## config.mk

```make
export PLATFORM = sky130hd
export DESIGN_NAME = exs_sequencer
export DESIGN_NICKNAME = d
export VERILOG_FILES = /design/src/logic/exs_pkg.sv /design/src/logic/exs_sequencer.sv
export SDC_FILE = /design/constraint.sdc
export NUM_CORES = 1
export LEC_CHECK = 0
export BUFFER_PORTS_ARGS = -buffer_cell sky130_fd_sc_hd__buf_2
export CELL_PAD_IN_SITES_DETAIL_PLACEMENT = 1
export CELL_PAD_IN_SITES_GLOBAL_PLACEMENT = 1
export CORE_MARGIN = 1
export CORE_UTILIZATION = 32
export DETAILED_ROUTE_END_ITERATION = 10
export GPL_TIMING_DRIVEN = 0
export PLACE_DENSITY_LB_ADDON = 0.08
export RECOVER_POWER = 50
export SETUP_SLACK_MARGIN = 0.02
export SYNTH_ARGS = -nofsm -noshare
export SYNTH_HDL_FRONTEND = slang
export SYNTH_SLANG_ARGS = --single-unit
```

## constraint.sdc

```tcl
create_clock -name ref_clk -period 2.3 [get_ports ref_clk]
set_input_delay 0.46 -clock ref_clk [delete_from_list [all_inputs] [get_ports ref_clk]]
set_output_delay 0.46 -clock ref_clk [all_outputs]
set_load 0.005 [all_outputs]
```

## src/logic/exs_pkg.sv

```systemverilog
// Package for the execute-remote sequencer: constants, states, carriers.
// Assumes a 24-bit storage address and 64-bit doubleword data paths.
package exs_pkg;

    // ************************************************************
    // Codes and fields
    // ************************************************************
    localparam logic [7:0] EXS_OP_EXEC = 8'h44;
    localparam logic [7:0] EXS_RR_MASK = 8'hc0;
    localparam logic [2:0] EXS_OPND_BYTE = 3'h7;
    localparam logic [23:0] EXS_DW_STEP = 24'h000008;
    localparam logic [23:0] EXS_IC_BACK = 24'h000008;
    localparam logic [1:0] EXS_LAST_HW = 2'h3;
    localparam logic [3:0] EXS_NO_MOD = 4'h0;

    // ************************************************************
    // Register port map (byte addresses) and reset values
    // ************************************************************
    localparam logic [3:0] EXS_CTRL_OFS = 4'h0;
    localparam logic [3:0] EXS_STAT_OFS = 4'h4;
    localparam logic [31:0] EXS_CTRL_RST = 32'h00000001;
    localparam int EXS_CTRL_EN_BIT = 0;
    localparam int EXS_CTRL_CLR_BIT = 1;

    // ************************************************************
    // Sequencer states
    // ************************************************************
    typedef enum logic [3:0] {
        EXS_IDLE = 4'b0000,
        EXS_CHECK = 4'b0001,
        EXS_SETUP = 4'b0010,
        EXS_WAIT = 4'b0011,
        EXS_FORMAT = 4'b0100,
        EXS_MODIFY = 4'b0101,
        EXS_REQ_NEXT = 4'b0110,
        EXS_WAIT_NEXT = 4'b0111,
        EXS_REQ_IC = 4'b1000,
        EXS_FINISH = 4'b1001
    } exs_state_type;

    // Storage request carrier
    typedef struct packed {
        logic valid;
        logic [23:0] addr;
    } exs_sreq_type;

endpackage : exs_pkg

```

## src/logic/exs_sequencer.sv

```systemverilog
// Execute-remote instruction sequencer with a small register port.
// Assumes storage answers each request with one storage_data_valid pulse
// carrying the doubleword, and that all inputs are synchronous to ref_clk.
//
// Contract
// - Modified subject ORs its bits 8-15 with operand bits 56-63.
// - First register field zero means no modification, else modify.
// - Subject that is itself execute raises execute interruption, suppresses.
// - Odd effective address raises specification interruption, suppresses.
// - Execute is recognised by operation code 44.
// - Subject instructions of 16, 32 or 48 bits are accepted.
// - Entry holds subject address, issued request, operand and first halfword.
// - Execute flag is set marking next instruction as subject.
// - Stale-prefetch flag is set so prefetch buffer gets refilled.
// - Stale-prefetch flag forces exceptional branch at the first fetch with hold state clear.
// - Pending interruptions end with normal end-op, else branch end-op.
// - Operand byte counter loads 111, selecting operand bits 56-63.
// - Subject address plus 8 is written back.
// - Adder result bits 21-23 load the fetched byte counter.
// - Address bits 21-22 equal 11 means subject in last halfword.
// - Opcode AND 11000000 equal zero means register-to-register format.
// - Last-halfword register-to-register subject issues no further request.
// - Longer last-halfword subject requests next doubleword, waits, loads buffer.
// - Longer case backs off instruction counter and requests that doubleword.
// - Modification ORs fetched byte with last operand byte, moves to decode.
// - No interruption moves decode to instruction register and holds.
// - Address bits 21-22 not 11 issue no request, continue as RR.
//
// Design decisions made here: strobed register access and the address map.
module exs_sequencer
    import exs_pkg::*;
(
    input wire logic ref_clk,
    input wire logic srst,
    input wire logic start,
    input wire logic [15:0] instr_in,
    input wire logic [63:0] operand_in,
    input wire logic [23:0] subject_addr_in,
    input wire logic [23:0] ic_in,
    input wire logic prog_int_pending,
    input wire logic storage_data_valid,
    input wire logic [63:0] storage_data_out,
    input wire logic ifetch_start,
    input wire logic subject_done,
    input wire logic [3:0] reg_addr,
    input wire logic [31:0] reg_wdata,
    input wire logic reg_wr,
    input wire logic reg_rd,
    output exs_sreq_type storage_req,
    output logic [15:0] instr_reg,
    output logic [63:0] operand_pair_registers,
    output logic [23:0] instruction_counter,
    output logic [63:0] prefetch_buf,
    output logic execute_flag,
    output logic stale_prefetch_flag,
    output logic exceptional_branch_condition,
    output logic hold_state,
    output logic end_op_normal,
    output logic end_op_branch,
    output logic prog_int_cycle,
    output logic int_execute,
    output logic int_spec,
    output logic busy,
    output logic [31:0] reg_rdata
);

    // ************************************************************
    // State and datapath registers
    // ************************************************************
    exs_state_type state_r;
    exs_sreq_type sreq_r;
    logic [15:0] instr_r, decode_r;
    logic [63:0] opnd_r, pair_r, qbuf_r;
    logic [23:0] addr_r, ic_r, parallel_adder_result;
    logic [2:0] operand_byte_counter_r, fetched_byte_counter_r;
    logic [7:0] serial_adder_result_r, fetched_byte, opnd_byte, op_byte;
    logic last_hw_r, modify_r, suppress_r, exec_r, stale_r, excb_r, hold_r, busy_r;
    logic eon_r, eob_r, pic_r, iex_r, isp_r;
    logic [31:0] ctrl_r, rdata_r;
    logic end_now, int_now, take;

    // Byte selects into the fetched pair and operand pair, byte 0 leftmost
    assign fetched_byte = pair_r[8'(63 - 8 * int'(fetched_byte_counter_r)) -: 8];
    assign opnd_byte = opnd_r[8'(63 - 8 * int'(operand_byte_counter_r)) -: 8];
    // Opcode of the subject as found on the data bus
    assign op_byte = storage_data_out[8'(63 - 8 * int'(addr_r[2:0])) -: 8];
    assign parallel_adder_result = addr_r + EXS_DW_STEP;
    assign end_now = (state_r == EXS_FINISH);
    assign int_now = prog_int_pending | suppress_r;
    // accept only opcode 44 while idle and enabled
    assign take = (state_r == EXS_IDLE) && start && ctrl_r[EXS_CTRL_EN_BIT]
        && instr_in[15:8] == EXS_OP_EXEC;

    // ************************************************************
    // Sequencer
    // ************************************************************
    always_ff @(posedge ref_clk) begin
        if (srst) begin
            state_r <= EXS_IDLE;
            busy_r <= 1'b0;
        end else begin
            // Busy follows the state being entered
            busy_r <= take || (state_r != EXS_IDLE && state_r != EXS_FINISH);
            case (state_r)
                EXS_IDLE: begin
                    if (take) begin
                        state_r <= EXS_CHECK;
                    end
                end
                EXS_CHECK: begin
                    state_r <= addr_r[0] ? EXS_FINISH : EXS_SETUP;
                end
                EXS_SETUP: begin
                    state_r <= EXS_WAIT;
                end
                EXS_WAIT: begin
                    if (storage_data_valid) begin
                        state_r <= (op_byte == EXS_OP_EXEC) ? EXS_FINISH : EXS_FORMAT;
                    end
                end
                EXS_FORMAT: begin
                    state_r <= EXS_MODIFY;
                end
                EXS_MODIFY: begin
                    // RR or not-last halfword needs no request
                    if (last_hw_r && serial_adder_result_r != 8'h00) begin
                        state_r <= EXS_REQ_NEXT;
                    end else begin
                        state_r <= EXS_FINISH;
                    end
                end
                EXS_REQ_NEXT: begin
                    state_r <= EXS_WAIT_NEXT;
                end
                EXS_WAIT_NEXT: begin
                    if (storage_data_valid) begin
                        state_r <= EXS_REQ_IC;
                    end
                end
                EXS_REQ_IC: begin
                    state_r <= EXS_FINISH;
                end
                EXS_FINISH: begin
                    state_r <= EXS_IDLE;
                end
                default: begin
                    state_r <= EXS_IDLE;
                end
            endcase
        end
    end

    // ************************************************************
    // Entry capture, address update and counters
    // ************************************************************
    always_ff @(posedge ref_clk) begin
        if (srst) begin
            addr_r <= 24'h000000;
            operand_byte_counter_r <= 3'h0;
            fetched_byte_counter_r <= 3'h0;
            last_hw_r <= 1'b0;
            modify_r <= 1'b0;
        end else if (take) begin
            // entry state captured from the fetch stage
            addr_r <= subject_addr_in;
            modify_r <= (instr_in[7:4] != EXS_NO_MOD);
        end else if (state_r == EXS_SETUP) begin
            operand_byte_counter_r <= EXS_OPND_BYTE;
            addr_r <= parallel_adder_result;
            // low adder bits pick the subject byte
            fetched_byte_counter_r <= parallel_adder_result[2:0];
            last_hw_r <= (addr_r[2:1] == EXS_LAST_HW);
        end else if (state_r == EXS_FORMAT) begin
            fetched_byte_counter_r <= fetched_byte_counter_r + 3'h1;
        end
    end

    // ************************************************************
    // Operand, fetched pair and decode path
    // ************************************************************
    always_ff @(posedge ref_clk) begin
        if (srst) begin
            opnd_r <= 64'h0;
            pair_r <= 64'h0;
            decode_r <= 16'h0;
            instr_r <= 16'h0;
            serial_adder_result_r <= 8'h00;
        end else begin
            if (take) begin
                opnd_r <= operand_in;
                instr_r <= instr_in;
            end
            // whole doubleword kept so 48-bit subjects decode
            if (state_r == EXS_WAIT && storage_data_valid) begin
                pair_r <= storage_data_out;
            end
            if (state_r == EXS_FORMAT) begin
                // RR format when opcode AND mask is zero
                serial_adder_result_r <= fetched_byte & EXS_RR_MASK;
                decode_r[15:8] <= fetched_byte;
            end
            if (state_r == EXS_MODIFY) begin
                if (modify_r) begin
                    // OR subject bits 8-15 with operand bits 56-63
                    // result back to operand pair and decode
                    opnd_r[7:0] <= fetched_byte | opnd_byte;
                    decode_r[7:0] <= fetched_byte | opnd_byte;
                end else begin
                    decode_r[7:0] <= fetched_byte;
                end
            end
            if (end_now && !int_now) begin
                instr_r <= decode_r;
            end
        end
    end

    // ************************************************************
    // Storage requests, instruction counter, prefetch buffer
    // ************************************************************
    always_ff @(posedge ref_clk) begin
        if (srst) begin
            sreq_r <= '0;
            ic_r <= 24'h000000;
            qbuf_r <= 64'h0;
        end else begin
            sreq_r.valid <= 1'b0;
            if (take) begin
                ic_r <= ic_in;
            end
            if (state_r == EXS_WAIT && storage_data_valid) begin
                qbuf_r <= storage_data_out;
            end
            if (state_r == EXS_REQ_NEXT) begin
                sreq_r.valid <= 1'b1;
                sreq_r.addr <= addr_r;
            end
            if (state_r == EXS_WAIT_NEXT && storage_data_valid) begin
                qbuf_r <= storage_data_out;
                ic_r <= ic_r - EXS_IC_BACK;
            end
            if (state_r == EXS_REQ_IC) begin
                // fetch the doubleword after the execute
                sreq_r.valid <= 1'b1;
                sreq_r.addr <= ic_r;
            end
        end
    end

    // ************************************************************
    // Interruption and end-op signalling
    // ************************************************************
    always_ff @(posedge ref_clk) begin
        iex_r <= 1'b0;
        isp_r <= 1'b0;
        eon_r <= 1'b0;
        eob_r <= 1'b0;
        pic_r <= 1'b0;
        if (srst) begin
            suppress_r <= 1'b0;
        end else begin
            if (state_r == EXS_IDLE) begin
                suppress_r <= 1'b0;
            end
            if (state_r == EXS_CHECK && addr_r[0]) begin
                isp_r <= 1'b1;
                suppress_r <= 1'b1;
            end
            if (state_r == EXS_WAIT && storage_data_valid && op_byte == EXS_OP_EXEC) begin
                iex_r <= 1'b1;
                suppress_r <= 1'b1;
            end
            if (end_now) begin
                // end-op kind chosen by pending interruptions
                eon_r <= int_now;
                eob_r <= !int_now;
                // interruption cycle when one is pending
                pic_r <= int_now;
            end
        end
    end

    // ************************************************************
    // Execute, stale-prefetch and hold flags
    // ************************************************************
    always_ff @(posedge ref_clk) begin
        if (srst) begin
            exec_r <= 1'b0;
            stale_r <= 1'b0;
            excb_r <= 1'b0;
            hold_r <= 1'b0;
        end else begin
            excb_r <= 1'b0;
            // stale flag forces the exceptional branch once
            if (ifetch_start && stale_r && !hold_r) begin
                excb_r <= 1'b1;
            end
            if (subject_done || (reg_wr && reg_addr == EXS_CTRL_OFS && reg_wdata[EXS_CTRL_CLR_BIT])) begin
                exec_r <= 1'b0;
                hold_r <= 1'b0;
            end
            if ((ifetch_start && stale_r && !hold_r)
                || (reg_wr && reg_addr == EXS_CTRL_OFS && reg_wdata[EXS_CTRL_CLR_BIT])) begin
                stale_r <= 1'b0;
            end
            // Setting below wins over any clear in the same cycle
            if (end_now && !suppress_r) begin
                // mark the next instruction as subject
                exec_r <= 1'b1;
                stale_r <= 1'b1;
                hold_r <= !prog_int_pending;
            end
        end
    end

    // ************************************************************
    // Register port
    // ************************************************************
    always_ff @(posedge ref_clk) begin
        if (srst) begin
            ctrl_r <= EXS_CTRL_RST;
            rdata_r <= 32'h0;
        end else begin
            if (reg_wr && reg_addr == EXS_CTRL_OFS) begin
                ctrl_r <= {31'h0, reg_wdata[EXS_CTRL_EN_BIT]};
            end
            rdata_r <= 32'h0;
            if (reg_rd && reg_addr == EXS_CTRL_OFS) begin
                rdata_r <= ctrl_r;
            end else if (reg_rd && reg_addr == EXS_STAT_OFS) begin
                rdata_r <= {20'h0, serial_adder_result_r == 8'h00, modify_r, last_hw_r, suppress_r,
                    hold_r, stale_r, exec_r, state_r != EXS_IDLE, state_r};
            end
        end
    end

    // Outputs straight from flip-flops
    assign storage_req = sreq_r;
    assign instr_reg = instr_r;
    assign operand_pair_registers = opnd_r;
    assign instruction_counter = ic_r;
    assign prefetch_buf = qbuf_r;
    assign execute_flag = exec_r;
    assign stale_prefetch_flag = stale_r;
    assign exceptional_branch_condition = excb_r;
    assign hold_state = hold_r;
    assign end_op_normal = eon_r;
    assign end_op_branch = eob_r;
    assign prog_int_cycle = pic_r;
    assign int_execute = iex_r;
    assign int_spec = isp_r;
    assign busy = busy_r;
    assign reg_rdata = rdata_r;

endmodule : exs_sequencer

```

* Yosys cells after proc, flatten, opt, wreduce, memory -nomap -nowiden *
Index checks and enable logic that the tools add are counted.

storage, ports and cells
  bits in registers = 352
  bits of input ports = 237
  word-level logic and storage cells = 143

operators by class
  add/subtract/negate cells = 6
  eq/ne operators = 17
  shift operators = 3
  multiplexer cells = 36
  bitwise gates (word level) = 5
  reductions and logical operators = 45

operators by type and width
  operator                                                               number
  71-bit by 7-bit variable part select with 8-bit output                 3
  64-bit two-way mux                                                     2
  24-bit two-way mux                                                     4
  25-bit two-way mux                                                     2
  4-bit case mux with 9 select lines                                     1
  16-bit two-way mux                                                     2
  8-bit two-way mux                                                      4
  24-bit by 4-bit adder with 24-bit output (second input constant)       1
  4-bit two-way mux                                                      6
  24-bit by 4-bit subtractor with 24-bit output (second input constant)  1
  6-bit by 6-bit subtractor with 7-bit output (first input constant)     3
  4-bit by 3-bit == test with 1-bit output (second input constant)       5
  1-bit logical AND                                                      17
  8-bit by 7-bit == test with 1-bit output (second input constant)       2
  2-bit nonzero test                                                     8
  1-bit two-way mux                                                      13
  4-bit by 2-bit == test with 1-bit output (second input constant)       2
  4-bit == test (second input constant)                                  2
  4-bit logical NOT                                                      2
  8-bit logical NOT                                                      1
  8-bit bitwise OR                                                       1
  4-bit nonzero test                                                     2
  8-bit nonzero test                                                     1
  3-bit two-way mux                                                      2
  14 further kinds                                                       25

* Longest topological paths before layout *
  word-level depth = 7
  depth in mapped cells = 8

* Worst setup path before layout *
No wires, ideal clock.

  kind = reg2reg
  start = register ic_r[13], in the netlist instruction_counter[13]
  end = register ic_r[20], in the netlist instruction_counter[20]
  data arrival time = 2.124 ns
  required time = 2.226 ns
  setup slack = 0.102 ns
  cell stages (with the launch flop) = 6
  buffers on the path = 0
  cell sequence = dfxtp_1 > or4_4 > or2_4 > or4_4 > or3_1 > a31oi_1

on the way
  longest elaborated chain between the ends = 2

RTL lines
  item                                           line                  text
  start: declaration                             exs_sequencer.sv:74   logic [23:0] addr_r, ic_r, parallel_adder_result;
  start signal: assignment                       exs_sequencer.sv:229  ic_r <= ic_in;
  start signal: assignment                       exs_sequencer.sv:240  ic_r <= ic_r - EXS_IC_BACK;
  24-bit by 4-bit subtractor with 24-bit output  exs_sequencer.sv:240
  24-bit two-way mux                             exs_sequencer.sv:238  if (state_r == EXS_WAIT_NEXT && storage_data_valid) begin

Every way passes these cells.
A chain may end at the register's enable or synchronous reset.

* Final worst setup path *
Ends and elaborated chain as after synthesis.

==> out/metrics.csv <==
metric,value,unit
hold path start,reg_wdata[0],
commonest register cell after synthesis,dfxtp_1,
final worst-path setup slack,0.0586,ns
"top cells by area, synth","dfxtp_1, nand2_1, a21oi_1, clkbuf_1, mux4_2",
# setup viols final,0,
Layout Nets,2377,
fin. max-slew vios,0,
Remaining DRCs,0,
Adder-Cell Fraction of Synth Area,0.00278,
Leak,6.71,nW
Detail Route Antenna Nets,0,
Ports,472,
synth-to-layout area growth,31.9,%
DRT iter0 DRCs,707,
Clock Sink Count,330,
share of cells above drive strength 1,0.237,
Bufs on Longest Clock Path,3,
Worst VDD drop,478,uV
chip width,208,um
Hold EP,ctrl_r[0],
slew at the pin with the worst max-slew slack,0.965,ns
Unique masters post-synth,64,
"leading cell type in the layout, fill and taps excluded",nand2_1,
WHS Path Cells,2,
first-pass GRT wire length,85500,um
"Seq/Total Area, Yosys",0.489,
Detailed Route WL,56200,um
clock skew,0.0278,ns
row count,74,
vias in the first global route,14165,
Detail Placement HPWL,42300,um
DP Cell Count,2620,
Via Count,13965,
reg2reg end,instruction_counter[20],
"CTS clk-pin slew, worst paths",0.06,ns
RePlAce Congestion,0.856,
nature of the critical path startpoint,flip-flop,
most frequent cells in the layout,"nand2_1, dfxtp_1, buf_2",
CTS buffer count,40,
syn_area_per_cell,8.20,um2
Crit Path Category,reg -> reg,
status,finished clean,
number of synthesized flops with an enable pin,0,
Yosys top cell area share,0.489,
Place WS,-1.51,ns
Synth Warn #,0,
post-route cell area,17800,um2
Final period util,0.975,
CP max FO,5,
worst rel slew slack,0.357,
Core ar.,41300,um2
final hold vios,0,
DRT Pass-1 Iters,5,
max_cap viols,0,
H-tree depth,2,
min-delay worst type,in -> reg,
CP endpoint kind,flip-flop,
crit path time final,2.24,ns
Seq cells post-synth,330,
largest net degree at the start of global routing,13,
clock latency on the worst-skew pair,0.56,ns
reg-to-reg critical path startpoint,instruction_counter[13],
vias per cell,5.18,
PortBufs,420,
Initial Utilization,0.327,
Post-Syn Instances,1649,
Mapped Area,13500,um2
CTS root buffer,clkbuf_16,
Die Y,208,um
Synth Area in XOR/XNOR,0.00389,
combinational family with the most area after synthesis,simple AND/OR/NAND/NOR gates,
asr flop ratio synth,0,
"non-filler cells, final",2694,
Synth Area in Simple Gates,0.226,
Routed WL per cell,20.9,um
post-synthesis mux area share,0.0483,
placed inst area,16400,um2
CTS Hold Buffers Added,0,
Overflow after GRT,0,
post-synth top area cell,dfxtp_1,
PD cells,715,nW/um2
initial antenna violation count,4,
RSZ-0062 raised after global routing,yes,
total track usage,0.257,
WP data required,2.77,ns
Worst EP arrival,2.71,ns
setup TNS,0,ns
CTS tree,done,
Synth Area in Compound Gates,0.181,
Reg2Reg Depth,5,
slack of the worst reg-to-reg path,0.06,ns
maximum clock frequency,446,MHz
Die ar.,43100,um2
-- worst max path at each step --
stage | startpoint | end | slack (ns) | depth (start not counted)
6_report | instruction_counter[13] | instruction_counter[20] | 0.06 | 5
5_1_grt | instruction_counter[10] | instruction_counter[20] | 0.0003 | 6
4_1_cts | addr_r[6] | addr_r[19] | 0.02 | 5
3_5_place_dp | instr_in[12] | modify_r | -1.51 | 8
3_3_place_gp | instr_in[12] | modify_r | -1.45 | 8
2_1_floorplan | instruction_counter[13] | instruction_counter[20] | 0.10 | 5
-- where the power goes --
| part | total (mW) | switching (mW) | internal [mW] |
|---|---|---|---|
| registers | 5.78 | 0.0277 | 5.75 |
| logic | 0.776 | 0.467 | 0.309 |
| clock network | 6.20 | 2.54 | 3.66 |
-- synth_stat cells, types with 18 or more instances --
| cell type | instances |
|---|---|
| nor2_1 | 82 |
| nor3_1 | 20 |
| a22oi_1 | 29 |
| nand2_1 | 474 |
| buf_4 | 21 |
| o21ai_0 | 18 |
| a31oi_1 | 25 |
| nand3_1 | 22 |
| a21oi_1 | 256 |
| dfxtp_1 | 330 |
| clkbuf_1 | 116 |
| mux2i_1 | 18 |
-- timing repair --
action / in CTS / in global routing
cloned: 0 / 0
pin swaps: 7 / 7
endpoints found under the setup margin: 307 / 222
resized for setup: 63 / 53
buffers inserted: 6 / 8
-- cells by family after synthesis --
group                    Yosys count
buffers and inverters            155
multiplexers                      44
other                              1
AO/OA/AOI/OAI                    412
AND/OR/NAND/NOR                  698
XOR/XNOR                           6
adder cells (fa/ha/maj)            3
flip-flops                       330
-- through the flow --
stage	hold WS (ns)	util	power, mW
after floorplan	0.432	-	6.25
after global placement	0.440	0.396	6.63
after detailed placement	0.445	0.396	6.65
after CTS	0.0912	0.431	12.9
after global routing	0.115	0.432	13.2
final	0.117	0.432	12.8
-- cell type report --
| class | instances | area (um2) |
|---|---|---|
| Buffer | 143 | 703 |
| Clock buffer | 53 | 1130 |
| Fill cell | 5147 | 23500 |
| Clock inverter | 13 | 134 |
| Inverter | 5 | 18.8 |
| Sequential cell | 330 | 6610 |
| Multi-Input combinational cell | 1183 | 6510 |
| Antenna cell | 1 | 2.50 |
| Timing Repair Buffer | 434 | 2060 |
| Tap cell | 532 | 666 |
-- layer usage --
metal  share of wire  up-vias  wire [um]  track usage
met5         0.00084        -         47            0
li1                -     6669          -            -
met3           0.048       76       2670       0.0422
met2            0.49      360      27400        0.443
met4           0.023        6       1270       0.0798
met1            0.44     6854      24800        0.327
-- critical path, stage by stage (launching register included) --
cell and delay [ns]:
dfxtp_1 0.35, or4_4 0.55, or2_4 0.27, or4_4 0.52, or3_1 0.32, a31oi_1 0.15
Power figures use the tool's default switching activity.
